File: config.mk
export PLATFORM = sky130hd
export DESIGN_NAME = msq_top
export DESIGN_NICKNAME = d
export VERILOG_FILES = /design/src/rtl/msq_pkg.sv /design/src/rtl/msq_tmr.sv /design/src/rtl/msq_acc.sv /design/src/rtl/msq_top.sv
export SDC_FILE = /design/constraint.sdc
export NUM_CORES = 1
export LEC_CHECK = 0
export BUFFER_PORTS_ARGS = -buffer_cell sky130_fd_sc_hd__clkbuf_2
export CAP_MARGIN = 20
export CORE_ASPECT_RATIO = 0.9
export CORE_MARGIN = 8
export CORE_UTILIZATION = 30
export CTS_CLUSTER_SIZE = 25
export DETAILED_ROUTE_END_ITERATION = 8
export GPL_TIMING_DRIVEN = 0
export HOLD_SLACK_MARGIN = 0.1
export PLACE_DENSITY = 0.51
export SLEW_MARGIN = 20
export SYNTH_ARGS = -nofsm -noshare
export SYNTH_HDL_FRONTEND = slang
export SYNTH_HIERARCHICAL = 1
export SYNTH_SLANG_ARGS = --single-unit
File: constraint.sdc
create_clock -name CORE_CLK -period 6.7 [get_ports CORE_CLK]
set_input_delay 0 -clock CORE_CLK [delete_from_list [all_inputs] [get_ports CORE_CLK]]
set_output_delay 0 -clock CORE_CLK [all_outputs]
set_load 0.03 [all_outputs]
File: src/rtl/msq_pkg.sv
package msq_pkg;

  // ----------------------------------------
  // timing
  // ----------------------------------------
  localparam int unsigned CLK_PERIOD_NS = 10;
  localparam int unsigned AVG_SAMPLES   = 16;
  localparam int unsigned T_INT_AVG_US  = 25920;
  localparam int unsigned T_EXT_AVG_US  = 16800;
  localparam int unsigned T_FAST_AVG_US = 712;
  // per-sample period: averaged total split over the sixteen samples, rounded down
  localparam int unsigned INT_SAMPLE_CYC  = T_INT_AVG_US * 1000 / CLK_PERIOD_NS / AVG_SAMPLES;
  localparam int unsigned EXT_SAMPLE_CYC  = T_EXT_AVG_US * 1000 / CLK_PERIOD_NS / AVG_SAMPLES;
  localparam int unsigned FAST_SAMPLE_CYC = T_FAST_AVG_US * 1000 / CLK_PERIOD_NS / AVG_SAMPLES;
  localparam int unsigned TMR_W           = 18;
  localparam logic [3:0]  LAST_SMP        = 4'hf;

  // ----------------------------------------
  // register indexes (byte address = 4 x index)
  // ----------------------------------------
  localparam logic [5:0] IDX_LSB_A    = 6'h03;
  localparam logic [5:0] IDX_LSB_B    = 6'h04;
  localparam logic [5:0] IDX_MSB_BASE = 6'h06;
  localparam logic [5:0] IDX_MSB_LAST = 6'h0b;
  localparam logic [5:0] IDX_CFG1     = 6'h18;
  localparam logic [5:0] IDX_CFG2     = 6'h19;
  localparam logic [5:0] IDX_CFG3     = 6'h1a;
  localparam logic [5:0] IDX_STAT     = 6'h1d;
  localparam logic [5:0] IDX_OFFS     = 6'h1e;

  // ----------------------------------------
  // fields and reset values
  // ----------------------------------------
  localparam int unsigned CFG1_EN_BIT     = 0;
  localparam int unsigned CFG1_AIN_BIT    = 2;
  localparam int unsigned CFG2_CH_LSB     = 0;
  localparam int unsigned CFG2_SINGLE_BIT = 4;
  localparam int unsigned CFG2_NOAVG_BIT  = 5;
  localparam int unsigned CFG3_FAST_BIT   = 0;
  localparam int unsigned CFG3_ADCREF_BIT = 1;
  localparam int unsigned CFG3_DACINT_BIT = 4;
  localparam logic [7:0]  CFG1_RST        = 8'h00;
  localparam logic [7:0]  CFG2_RST        = 8'h00;
  localparam logic [7:0]  CFG3_RST        = 8'h00;
  localparam logic [7:0]  OFFS_RST        = 8'h00;
  localparam int unsigned NUM_CH          = 6;

  typedef enum logic [2:0] {
    CH_VDD  = 3'h0,
    CH_TINT = 3'h1,
    CH_EXT  = 3'h2,
    CH_ANALOG_INPUT_TWO = 3'h3,
    CH_ANALOG_INPUT_THREE = 3'h4,
    CH_ANALOG_INPUT_FOUR = 3'h5
  } msq_ch_e;

  typedef enum logic [1:0] {
    S_IDLE  = 2'b00,
    S_RUN   = 2'b01,
    S_STORE = 2'b11
  } msq_st_e;

endpackage

File: src/rtl/msq_tmr.sv
`timescale 1ns/1ps
`default_nettype none
module msq_tmr (
  input  wire logic                     clk,
  input  wire logic                     rst_n,
  input  wire logic                     start,
  input  wire logic [msq_pkg::TMR_W-1:0] len,
  output logic                          done,
  output logic                          hi_half
);
  import msq_pkg::*;

  logic [TMR_W-1:0] cnt_q;
  logic [TMR_W-1:0] half_q;
  logic             busy_q;

  assign done    = busy_q & (cnt_q == {{(TMR_W-1){1'b0}}, 1'b1});
  assign hi_half = busy_q & (cnt_q <= half_q);

  // restart always reloads, so a stale count never leaks into a new sample
  always_ff @(posedge clk or negedge rst_n) begin
    if (!rst_n) begin
      cnt_q  <= '0;
      half_q <= '0;
      busy_q <= 1'b0;
    end else if (start) begin
      cnt_q  <= len;
      half_q <= len >> 1;
      busy_q <= 1'b1;
    end else if (busy_q) begin
      cnt_q  <= cnt_q - 1'b1;
      busy_q <= !done;
    end
  end

endmodule
`default_nettype wire

File: src/rtl/msq_acc.sv
`timescale 1ns/1ps
`default_nettype none
module msq_acc (
  input  wire logic       clk,
  input  wire logic       rst_n,
  input  wire logic       clear,
  input  wire logic       add,
  input  wire logic       is_signed,
  input  wire logic       avg16,
  input  wire logic [9:0] sample,
  output logic      [9:0] result
);

  logic [13:0] sum_q;
  wire  [13:0] ext_smp = {{4{is_signed & sample[9]}}, sample};

  // sixteen 10-bit codes fit 14 bits signed or unsigned; shift by four averages
  assign result = avg16 ? sum_q[13:4] : sum_q[9:0];

  always_ff @(posedge clk or negedge rst_n) begin
    if (!rst_n) begin
      sum_q <= '0;
    end else if (clear) begin
      sum_q <= '0;
    end else if (add) begin
      sum_q <= sum_q + ext_smp;
    end
  end

endmodule
`default_nettype wire

File: src/rtl/msq_top.sv
`timescale 1ns/1ps
`default_nettype none
module msq_top #(
  parameter int unsigned INT_SAMPLE_CYC  = msq_pkg::INT_SAMPLE_CYC,
  parameter int unsigned EXT_SAMPLE_CYC  = msq_pkg::EXT_SAMPLE_CYC,
  parameter int unsigned FAST_SAMPLE_CYC = msq_pkg::FAST_SAMPLE_CYC
) (
  input  wire logic        CORE_CLK,
  input  wire logic        RST_N,
  input  wire logic        PSEL,
  input  wire logic        PENABLE,
  input  wire logic        PWRITE,
  input  wire logic [7:0]  PADDR,
  input  wire logic [31:0] PWDATA,
  output logic      [31:0] PRDATA,
  output logic             PREADY,
  output logic             PSLVERR,
  input  wire logic [9:0]  ADC_DATA,
  output logic      [2:0]  ADC_CHAN,
  output logic             ADC_SAMPLE,
  output logic             ADC_RESET,
  output logic             ADC_FAST_CLK,
  output logic             DIODE_FILTER_OFF,
  output logic             DIODE_HI_CUR,
  output logic             PINS_AS_AIN,
  output logic             ADC_REF_EXT,
  output logic             DAC_REF_EXT,
  output logic             REF_AMP_EN
);
  import msq_pkg::*;

  // ----------------------------------------
  // reset release
  // ----------------------------------------
  logic rst_s1_q;
  logic rst_n;

  always_ff @(posedge CORE_CLK or negedge RST_N) begin
    if (!RST_N) begin
      rst_s1_q <= 1'b0;
      rst_n    <= 1'b0;
    end else begin
      rst_s1_q <= 1'b1;
      rst_n    <= rst_s1_q;
    end
  end

  // ----------------------------------------
  // declarations
  // ----------------------------------------
  logic [7:0]  cfg1_q;
  logic [7:0]  cfg2_q;
  logic [7:0]  cfg3_q;
  logic [7:0]  offs_q;
  logic [31:0] prdata_q;
  logic [1:0]  lock_q;
  logic [9:0]  res_q [NUM_CH];
  logic [7:0]  msb_q [NUM_CH];
  msq_st_e     st_q;
  msq_st_e     st_d;
  msq_ch_e     cur_q;
  logic [3:0]  nsmp_q;
  logic        avg16_q;
  logic        fast_q;
  logic        ain_q;
  logic        single_q;
  logic        smp_q;
  logic        diode_q;
  logic        start;
  logic        tmr_done;
  logic        tmr_hi;
  logic [9:0]  acc_res;
  logic [7:0]  rd_mux;

  function automatic logic is_msb(input logic [5:0] i);
    is_msb = (i >= IDX_MSB_BASE) && (i <= IDX_MSB_LAST);
  endfunction

  function automatic logic is_mapped(input logic [5:0] i);
    is_mapped = is_msb(i) || (i == IDX_LSB_A) || (i == IDX_LSB_B) || (i == IDX_CFG1)
             || (i == IDX_CFG2) || (i == IDX_CFG3) || (i == IDX_STAT) || (i == IDX_OFFS);
  endfunction

  function automatic msq_ch_e rr_next(input msq_ch_e c, input logic ain);
    unique case (c)
      CH_VDD:  rr_next = CH_TINT;
      CH_TINT: rr_next = CH_EXT;
      CH_EXT:  rr_next = ain ? CH_ANALOG_INPUT_TWO : CH_ANALOG_INPUT_THREE;
      CH_ANALOG_INPUT_TWO: rr_next = CH_ANALOG_INPUT_THREE;
      CH_ANALOG_INPUT_THREE: rr_next = CH_ANALOG_INPUT_FOUR;
      default: rr_next = CH_VDD;
    endcase
  endfunction

  function automatic msq_ch_e sel_ch(input logic [2:0] f, input logic ain);
    if (f == 3'h3 && !ain) begin
      sel_ch = CH_EXT;
    end else if (f > 3'h5) begin
      sel_ch = CH_VDD;
    end else begin
      sel_ch = msq_ch_e'(f);
    end
  endfunction

  function automatic logic [TMR_W-1:0] smp_len(input msq_ch_e c, input logic ain,
                                                input logic fast);
    if (c == CH_TINT) begin
      smp_len = TMR_W'(INT_SAMPLE_CYC);
    end else if (c == CH_EXT && !ain && !fast) begin
      smp_len = TMR_W'(EXT_SAMPLE_CYC);
    end else begin
      smp_len = TMR_W'(FAST_SAMPLE_CYC);
    end
  endfunction

  // ----------------------------------------
  // apb decode
  // ----------------------------------------
  wire [5:0] idx     = PADDR[7:2];
  wire       mapped  = (PADDR[1:0] == 2'b00) && is_mapped(idx);
  wire       setup   = PSEL & !PENABLE;
  wire       access  = PSEL & PENABLE;
  wire       wr      = access & PWRITE & mapped;
  wire       rd      = access & !PWRITE & mapped;
  wire       rd_lsb_a = rd & (idx == IDX_LSB_A);
  wire       rd_lsb_b = rd & (idx == IDX_LSB_B);
  wire       rd_msb  = rd & is_msb(idx);
  wire [2:0] msb_sel = 3'(idx - IDX_MSB_BASE);

  assign PREADY  = 1'b1;
  assign PSLVERR = access & !mapped;
  assign PRDATA  = prdata_q;

  always_comb begin
    rd_mux = 8'h00;
    if (is_msb(idx)) begin
      rd_mux = msb_q[msb_sel];
    end else begin
      unique case (idx)
        IDX_LSB_A: rd_mux = {4'h0, res_q[CH_TINT][1:0], res_q[CH_VDD][1:0]};
        IDX_LSB_B: rd_mux = {res_q[CH_ANALOG_INPUT_FOUR][1:0], res_q[CH_ANALOG_INPUT_THREE][1:0],
                             res_q[CH_ANALOG_INPUT_TWO][1:0], res_q[CH_EXT][1:0]};
        IDX_CFG1:  rd_mux = cfg1_q;
        IDX_CFG2:  rd_mux = cfg2_q;
        IDX_CFG3:  rd_mux = cfg3_q;
        IDX_STAT:  rd_mux = {2'b00, |lock_q, single_q, st_q == S_RUN, cur_q};
        IDX_OFFS:  rd_mux = offs_q;
        default:   rd_mux = 8'h00;
      endcase
    end
  end

  // read data is staged during the setup cycle so it can come from a flop
  always_ff @(posedge CORE_CLK or negedge rst_n) begin
    if (!rst_n) begin
      prdata_q <= '0;
    end else if (setup) begin
      prdata_q <= (mapped && !PWRITE) ? {24'h0, rd_mux} : 32'h0;
    end
  end

  // ----------------------------------------
  // configuration registers
  // ----------------------------------------
  // reset values
  always_ff @(posedge CORE_CLK or negedge rst_n) begin
    if (!rst_n) begin
      cfg1_q <= CFG1_RST;
      cfg2_q <= CFG2_RST;
      cfg3_q <= CFG3_RST;
      offs_q <= OFFS_RST;
    end else if (wr) begin
      if (idx == IDX_CFG1) cfg1_q <= PWDATA[7:0];
      if (idx == IDX_CFG2) cfg2_q <= PWDATA[7:0];
      if (idx == IDX_CFG3) cfg3_q <= PWDATA[7:0];
      if (idx == IDX_OFFS) offs_q <= PWDATA[7:0];
    end
  end

  wire       en       = cfg1_q[CFG1_EN_BIT];
  wire       halt     = PSEL;
  wire       single_c = cfg2_q[CFG2_SINGLE_BIT];
  wire       ain_c    = cfg1_q[CFG1_AIN_BIT];
  wire       fast_c   = cfg3_q[CFG3_FAST_BIT];
  wire       run      = (st_q == S_RUN);
  wire       last     = avg16_q ? (nsmp_q == LAST_SMP) : 1'b1;
  wire       take     = run & tmr_done & en & !halt;
  wire       store    = (st_q == S_STORE);
  wire       ext_diod = (cur_q == CH_EXT) & !ain_q;

  // ----------------------------------------
  // sequencer
  // ----------------------------------------
  always_comb begin
    st_d  = st_q;
    start = 1'b0;
    unique case (st_q)
      // start or resume once enabled and bus is quiet
      S_IDLE: begin
        if (en && !halt) begin
          st_d  = S_RUN;
          start = 1'b1;
        end
      end
      S_RUN: begin
        if (!en || halt) begin
          st_d = S_IDLE;
        end else if (tmr_done && last) begin
          st_d = S_STORE;
        end
      end
      S_STORE: begin
        if (en && !halt) begin
          st_d  = S_RUN;
          start = 1'b1;
        end else begin
          st_d = S_IDLE;
        end
      end
      default: st_d = S_IDLE;
    endcase
  end

  // selection sampled only at a start
  wire msq_ch_e ch_next = single_c ? sel_ch(cfg2_q[2:0], ain_c)
                        : (store && !single_q) ? rr_next(cur_q, ain_c) : cur_q;
  wire [TMR_W-1:0] len = start ? smp_len(ch_next, ain_c, fast_c) : smp_len(cur_q, ain_q, fast_q);

  always_ff @(posedge CORE_CLK or negedge rst_n) begin
    if (!rst_n) begin
      st_q     <= S_IDLE;
      cur_q    <= CH_VDD;
      nsmp_q   <= '0;
      avg16_q  <= 1'b1;
      fast_q   <= 1'b0;
      ain_q    <= 1'b0;
      single_q <= 1'b0;
    end else begin
      st_q <= st_d;
      if (start) begin
        cur_q    <= ch_next;
        nsmp_q   <= '0;
        avg16_q  <= !cfg2_q[CFG2_NOAVG_BIT];
        fast_q   <= fast_c;
        ain_q    <= ain_c;
        single_q <= single_c;
      end else if (!en) begin
        // disabled scan restarts from the supply channel
        cur_q <= CH_VDD;
      end else if (take) begin
        nsmp_q <= nsmp_q + 1'b1;
      end
    end
  end

  msq_tmr u_tmr (
    .clk     (CORE_CLK),
    .rst_n   (rst_n),
    .start   (start | (take & !last)),
    .len     (len),
    .done    (tmr_done),
    .hi_half (tmr_hi)
  );

  msq_acc u_acc (
    .clk       (CORE_CLK),
    .rst_n     (rst_n),
    .clear     (start),
    .add       (take),
    .is_signed ((cur_q == CH_TINT) | ext_diod),
    .avg16     (avg16_q),
    .sample    (ADC_DATA),
    .result    (acc_res)
  );

  // ----------------------------------------
  // results and high-byte lock
  // ----------------------------------------
  // offset added before storing; code lsb stays 0.25 degree
  wire [9:0] tint_val = acc_res + {{2{offs_q[7]}}, offs_q};
  // supply code passes through unscaled; the front end divides by 7/2.25
  wire [9:0] store_val = (cur_q == CH_TINT) ? tint_val : acc_res;

  always_ff @(posedge CORE_CLK or negedge rst_n) begin
    if (!rst_n) begin
      lock_q <= 2'b00;
      for (int i = 0; i < NUM_CH; i++) begin
        res_q[i] <= '0;
        msb_q[i] <= '0;
      end
    end else begin
      // low read locks, any high read releases
      // each low register locks only its own channels' high bytes
      lock_q <= rd_msb ? 2'b00 : (lock_q | {rd_lsb_b, rd_lsb_a});
      if (store) begin
        res_q[cur_q] <= store_val;
      end
      for (int i = 0; i < NUM_CH; i++) begin
        if (!(i < 2 ? lock_q[0] : lock_q[1])) begin
          msb_q[i] <= res_q[i][9:2];
        end
      end
    end
  end

  // ----------------------------------------
  // analog side controls
  // ----------------------------------------
  always_ff @(posedge CORE_CLK or negedge rst_n) begin
    if (!rst_n) begin
      smp_q   <= 1'b0;
      diode_q <= 1'b0;
    end else begin
      smp_q   <= take;
      // base current first half, n-times second
      diode_q <= run & ext_diod & tmr_hi;
    end
  end

  assign ADC_CHAN         = cur_q;
  assign ADC_SAMPLE       = smp_q;
  assign ADC_RESET        = !run;
  assign ADC_FAST_CLK     = run & ext_diod & fast_q;
  assign DIODE_FILTER_OFF = fast_c;
  assign DIODE_HI_CUR     = diode_q;
  assign PINS_AS_AIN      = ain_c;
  // forced internal for supply and temperatures
  assign ADC_REF_EXT      = cfg3_q[CFG3_ADCREF_BIT] & (cur_q > CH_EXT || (cur_q == CH_EXT && ain_q));
  assign DAC_REF_EXT      = !cfg3_q[CFG3_DACINT_BIT];
  assign REF_AMP_EN       = en;
endmodule
`default_nettype wire

==> results of run 1 <==
## power by group through the flow
| stage | Combinational (mW) | Clock, mW | Sequential [mW] |
|---|---|---|---|
| floorplan | 0.149 | 0 | 1.39 |
| global placement | 0.198 | 0 | 1.40 |
| detailed placement | 0.234 | 0 | 1.38 |
| CTS | 0.246 | 1.36 | 1.35 |
| global route | 0.274 | 1.41 | 1.36 |
| finish | 0.243 | 1.32 | 1.35 |
## cell type report
| cell class | instances | area, um2 | area share [%] |
|---|---|---|---|
| plain buffers | 79 | 418 | 3.05 |
| clock buffers | 36 | 737 | 5.38 |
| inverters | 44 | 168 | 1.22 |
| well taps | 490 | 613 | 4.47 |
| flip-flops and latches | 217 | 5440 | 39.7 |
| clock inverters | 7 | 52.6 | 0.383 |
| repair buffers | 80 | 626 | 4.56 |
| multi-input cells | 801 | 5650 | 41.2 |
| diodes | 2 | 5.00 | 0.0365 |
## kinds of logic (layout without fill, tap and decap cells)
group / after synthesis / count (layout)
AO/OA/AOI/OAI: 251 / 251
flip-flops: 217 / 217
other: 2 / 32
AND/OR/NAND/NOR: 326 / 326
buffers and inverters: 123 / 246
XOR/XNOR: 27 / 27
multiplexers: 118 / 118
adder cells (fa/ha/maj): 49 / 49
## metrics by stage
stage,setup TNS [ns],hold slack [ns],utilization [%]
global route,0,0.150,35.9
global placement,-585.81,-0.214,32.8
detailed placement,0,-0.211,33.1
CTS,0,0.106,35.9
floorplan,0,-0.296,-
finish,0,0.122,35.9
## synthesized netlist by cell type, types with 4 or more instances
cell	instances
nor2b_1	16
o21a_1	11
o31ai_1	6
xor2_1	13
dfrtp_1	216
nand2_1	143
mux2_1	8
nor2_1	42
a221oi_1	4
ha_1	45
mux4_2	8
xnor2_1	14
nor3_1	14
mux2i_1	11
o21ai_1	14
nand3_1	21
o21ai_0	90
buf_1	5
inv_1	43
o2111ai_1	4
and3_1	8
clkbuf_1	38
o211ai_1	4
and2_1	9
and4b_1	5
a21oi_1	41
nand3b_1	7
nand4_1	7
nand2b_1	13
mux2_2	82
or3_1	9
a21o_1	9
a22oi_1	18
nor4_1	6
mux2_4	9
buf_4	28
a22o_1	4
buf_2	6
## worst min path at each step
stage | from | end | depth (start not counted)
6_report | ADC_DATA[8] | u_acc/sum_q[8] | 5
5_1_grt | ADC_DATA[8] | u_acc/sum_q[8] | 5
4_1_cts | ADC_DATA[8] | u_acc/sum_q[8] | 5
3_5_place_dp | RST_N | rst_s1_q | 1
3_3_place_gp | RST_N | rst_s1_q | 1
2_1_floorplan | RST_N | rst_n | 0
## layer usage
layer	wire [um]	up-vias	part of all wire [%]
li1	-	4197	-
met1	16200	4294	50
met2	13900	177	43
met3	1510	37	4.7
met4	490	0	1.5
met5	0	-	0
## registers in the layout (all words and copies together) (netlist names), 14 cells and up
name / count
msb_q: 48
res_q: 60
u_acc/sum_q: 14
u_tmr/cnt_q: 18
u_tmr/half_q: 17
## worst max-delay path, cell delays in order (launching register included)
cell and delay [ns]:
dfrtp_1 0.41, or4_4 0.60, or3_1 0.39, or4b_4 0.54
nor2_1 0.23, nand3_1 0.21, inv_1 0.21, clkbuf_1 0.33
clkbuf_1 0.48, nand3b_1 0.12, o311ai_0 0.28, dlygate4sd3_1 0.59
==> out/metrics.yaml, run 1 <==
yosys_warnings: 6
areaGrowthSynthToFinish_pct: 18.5
final_common_cell: "dfrtp_1"
status: "complete, no violations"
synthXorXnorAreaFrac_pct: 2.04
slew_headroom_pct: 35.8
numCtsBuffers: 25
num-nets-final: 1350
root_buffer: "clkbuf_16"
grt_use_met2_pct: 21.6
p_sw_mw: 0.725
synth_compound_area_share_pct: 13.9
ios: 101
leakage_nw: 6.25
final_cells: 1756
hold_violations: 0
synth_top_area_share_pct: 46.7
worstSetupStartpointType: "flop"
crit_end: "u_acc/sum_q[7]"
p_per_area_nw_per_um2: 213
start_util_pct: 30.3
min_period_over_period_pct: 66.8
synth_top_family_by_area: "simple AND/OR/NAND/NOR gates"
clock_path_buffers: 3
synth-seq-area-share_pct: 47.0
vias: 8705
synthFlopType: "dfrtp_1"
fmax_ghz: 0.223
tightest_slew_ns: 0.961
required_ns: 7.17
final_cell_mix: "dfrtp_1, nand2_1, o21ai_0, mux2_2, clkbuf_2"
syn_area_um2: 11600
synth_enable_flop_cells: 0
syn_area_per_cell_um2: 10.4
synth_seq_cells: 217
design_power_total_mw: 2.92
vias_per_cell: 4.96
drive_gt1_share_pct: 19.7
drtPass1Iterations: 5
finalMaxSlewViolations: 0
muxShareOfSynthArea_pct: 12.4
swShare_pct: 24.9
grt_first_pass_wirelength_um: 51800
groute.usage.overall_pct: 14.2
end_kind: "flop"
grt_pass1_vias: 8706
clock_latency_ns: 0.55
grt_use_met3_pct: 2.09
dpl.cell_count: 1684
cts-hold-fix-buffers: 27
ff2ff_path_depth: 11
post_cts_buffers: 0
r2r-end: "u_acc/sum_q[7]"
ff2ff_setup_slack_ns: 2.22
critPathMaxFanout: 10
setup.worst_path.start: "u_tmr/cnt_q[4]"
synth_area_leaders: "dfrtp_1, mux2_2, ha_1, nand2_1, o21ai_0"
antenna_found_initial: 1
ctsResizeCount: 0
drt-total-wl_um: 32100
max_cap_violations: 0
skew_ns: 0.0167
synthCells: 1113
grt_use_met1_pct: 21.1
dieArea_um2: 45100
grt_overflow_total: 0
power_frac_seq_pct: 46.4
cts.reportedPaths.clkPinSlew_ns: 0.06
crit_type: "flop to flop"
top_usage_layer: "met2"
port_buffers: 49
async_flop_share_pct: 100
fill_cells: 3845
gp_congestion: 0.819
synth-simple-area-share_pct: 14.2
die_h_um: 202
p_int_mw: 2.19
cts_max_level: 1
clock-sinks: 217
fin_ws_ns: 2.22
r2r_start: "u_tmr/cnt_q[4]"
wl_per_cell_um: 18.3
cts_tree: "yes"
yosysTopAreaCell: "dfrtp_1"
worstPathArrival_ns: 4.95
clkPwrFrac_pct: 45.2
period_minus_slack_ns: 4.48
drc: 0
place_hpwl_um: 23700
fp.dieW_um: 223
grt_max_degree: 56
yosys.area_share.adder_pct: 5.40
stdcell_area_um2: 13700
core_um2: 38200
rows: 68
rsz0062_at_grt: "no"
dp_slack_ns: 2.52
place_area_um2: 12600
pwr-share-comb_pct: 8.3
ir_drop_uv: 212
drt_iter0_drc: 712
hp-class: "input port to flop"
yosysUniqueCellTypes: 91
finalSetupViolations: 0
final_antenna_net_count: 0
(Power assumes the default switching activity.)
==> run 2, diff against run 1 <==
--- a/config.mk
+++ b/config.mk
@@ -14,7 +14,7 @@
 export DETAILED_ROUTE_END_ITERATION = 8
 export GPL_TIMING_DRIVEN = 0
 export HOLD_SLACK_MARGIN = 0.1
-export PLACE_DENSITY = 0.51
+export PLACE_DENSITY = 0.5
 export SLEW_MARGIN = 20
 export SYNTH_ARGS = -nofsm -noshare
 export SYNTH_HDL_FRONTEND = slang
==> constraint.sdc (replaced) <==
create_clock -name CORE_CLK -period 4.3 [get_ports CORE_CLK]
set_input_delay 0 -clock CORE_CLK [delete_from_list [all_inputs] [get_ports CORE_CLK]]
set_output_delay 0 -clock CORE_CLK [all_outputs]
set_load 0.03 [all_outputs]
==> run 2 against run 1 <==
- first-iteration DRC count is 0.56% lower
- cell count is 0.23% higher
- sequential share of layout area is 0.30 points lower
- largest cell class unchanged
- register-to-register slack worse by 1.9 ns
- global-route usage hardly changed
- sequential power is 56% higher
- routed wire length is 0.37% higher
- critical endpoint is now u_tmr/half_q[5]
- fmax is 13% higher
- largest power group is now clock
- hold slack better by 0.0051 ns
- power is 64% higher
==> out/metrics.yaml, run 2 (same netlist as run 1, synthesis figures left out) <==
areaGrowthSynthToFinish_pct: 19.4
ios: 101
num-nets-final: 1351
leakage_nw: 6.30
cts_tree: "yes"
drive_gt1_share_pct: 20.3
r2r_start: "u_tmr/cnt_q[4]"
drt_iter0_drc: 708
crit_end: "u_tmr/half_q[5]"
final_antenna_net_count: 0
grt_max_degree: 51
dieArea_um2: 45100
hp-class: "input port to flop"
numCtsBuffers: 26
place_hpwl_um: 23900
fmax_ghz: 0.252
wl_per_cell_um: 18.3
crit_type: "flop to flop"
grt_first_pass_wirelength_um: 51400
gp_congestion: 0.812
cts.reportedPaths.clkPinSlew_ns: 0.06
ff2ff_setup_slack_ns: 0.33
critPathMaxFanout: 10
groute.usage.overall_pct: 14.2
root_buffer: "clkbuf_16"
drc: 0
fp.dieW_um: 223
final_cell_mix: "dfrtp_1, nand2_1, o21ai_0, mux2_2, clkbuf_2"
period_minus_slack_ns: 3.97
hold_slack_ns: 0.128
final_common_cell: "dfrtp_1"
cpLargestDelayFamily: "simple AND/OR/NAND/NOR gates"
drt-total-wl_um: 32200
clock_latency_ns: 0.53
required_ns: 4.74
grt_pass1_vias: 8681
start_util_pct: 30.3
setup.worst_path.start: "u_tmr/cnt_q[4]"
tightest_slew_ns: 0.952
worstSetupStartpointType: "flop"
core_um2: 38200
die_h_um: 202
dp_slack_ns: 0.174
ff2ff_path_depth: 10
crit_chain: "or4_4 > or3_1 > or4b_4 > nor2_1 > nand3_1 > o21ai_0 > clkbuf_1 > clkbuf_1 > nand2_1 > o21ai_0"
slew_headroom_pct: 36.4
skew_ns: 0.00964
r2r-end: "u_tmr/half_q[5]"
status: "complete, no violations"
hold_violations: 0
cp_num_cells: 10
drtPass1Iterations: 7
vias_per_cell: 4.95
reg_top3: "res_q x60, msb_q x48, u_tmr/cnt_q x18"
slowest_delay_ns: 0.60
min_period_over_period_pct: 92.3
end_kind: "flop"
worstPathArrival_ns: 4.40
clock-sinks: 217
clock_path_buffers: 3
grt_overflow_total: 0
rsz0062_at_grt: "no"
finalSetupViolations: 0
slowest_stage: "or4_4"
ir_drop_uv: 309
port_buffers: 49
max_cap_violations: 0
antenna_found_initial: 1
regMostFlops: "res_q"
vias: 8710
largest_reg_flops: 60
fin_ws_ns: 0.332
crit_buf_inv: 2
rows: 68
finalMaxSlewViolations: 0
p_per_area_nw_per_um2: 346
cts_max_level: 1
run 2: cell types whose count changed in the layout (fill, tap and decap cells not counted), moves of 2 or more:
cell	change
clkinv_2	+2
clkbuf_1	-3
bufinv_16	+3
clkbuf_2	+2
run 2: worst min path at each step:
stage                start  slack [ns]              to  depth (start not counted)
6_report       ADC_DATA[8]        0.13  u_acc/sum_q[8]                          5
3_3_place_gp         RST_N       -0.21        rst_s1_q                          1
4_1_cts        ADC_DATA[8]        0.10  u_acc/sum_q[8]                          5
5_1_grt        ADC_DATA[8]        0.16  u_acc/sum_q[8]                          5
2_1_floorplan        RST_N       -0.30           rst_n                          0
3_5_place_dp         RST_N       -0.21        rst_s1_q                          1
run 2: per-stage QoR:
stage / cells / power, mW / cell area, um2 / utilization [%] / TNS (ns)
final: 1760 / 4.78 / 13800 / 36.2 / 0
after global routing: 1759 / 4.98 / 13800 / 36.1 / 0
after CTS: 1759 / 4.85 / 13800 / 36.1 / 0
after detailed placement: 1684 / 2.51 / 12600 / 33.1 / 0
after global placement: 1680 / 2.49 / 12500 / 32.8 / -186.48
after floorplan: 1141 / 2.39 / 11700 / - / 0
run 2: area by class of cell:
| class | instances | area [um2] |
|---|---|---|
| Timing Repair Buffer | 80 | 618 |
| Multi-Input combinational cell | 801 | 5650 |
| Clock buffer | 35 | 744 |
| Sequential cell | 217 | 5440 |
| Buffer | 79 | 420 |
| Inverter | 44 | 168 |
| Fill cell | 3845 | 24400 |
| Clock inverter | 13 | 158 |
| Tap cell | 490 | 613 |
| Antenna cell | 1 | 2.50 |
run 2: repair_timing:
action | CTS | global route
setup endpoints to repair | 0 | 3
gates resized for setup | 0 | 4
hold buffers | 27 | 0
endpoints found under the hold margin | 55 | 0
setup buffers | 0 | 0
run 2: layer usage:
metal / GRT usage [%] / vias up / routed length, um
li1: - / 4209 / -
met1: 21.3 / 4307 / 16500
met2: 21.5 / 166 / 14000
met3: 1.83 / 28 / 1280
met4: 2.87 / 0 / 434
met5: 0 / - / 0
run 2: power breakdown:
group	leakage, nW	total, mW	internal (mW)	switching (mW)
clock	0.448	2.29	1.39	0.897
combinational	3.03	0.375	0.150	0.225
sequential	2.82	2.11	2.07	0.0382
run 2: worst register-to-register path, cell delays in order (launching register included):
cell,delay [ns]
dfrtp_1,0.42
or4_4,0.60
or3_1,0.38
or4b_4,0.53
nor2_1,0.24
nand3_1,0.23
o21ai_0,0.21
clkbuf_1,0.42
clkbuf_1,0.50
nand2_1,0.21
o21ai_0,0.14
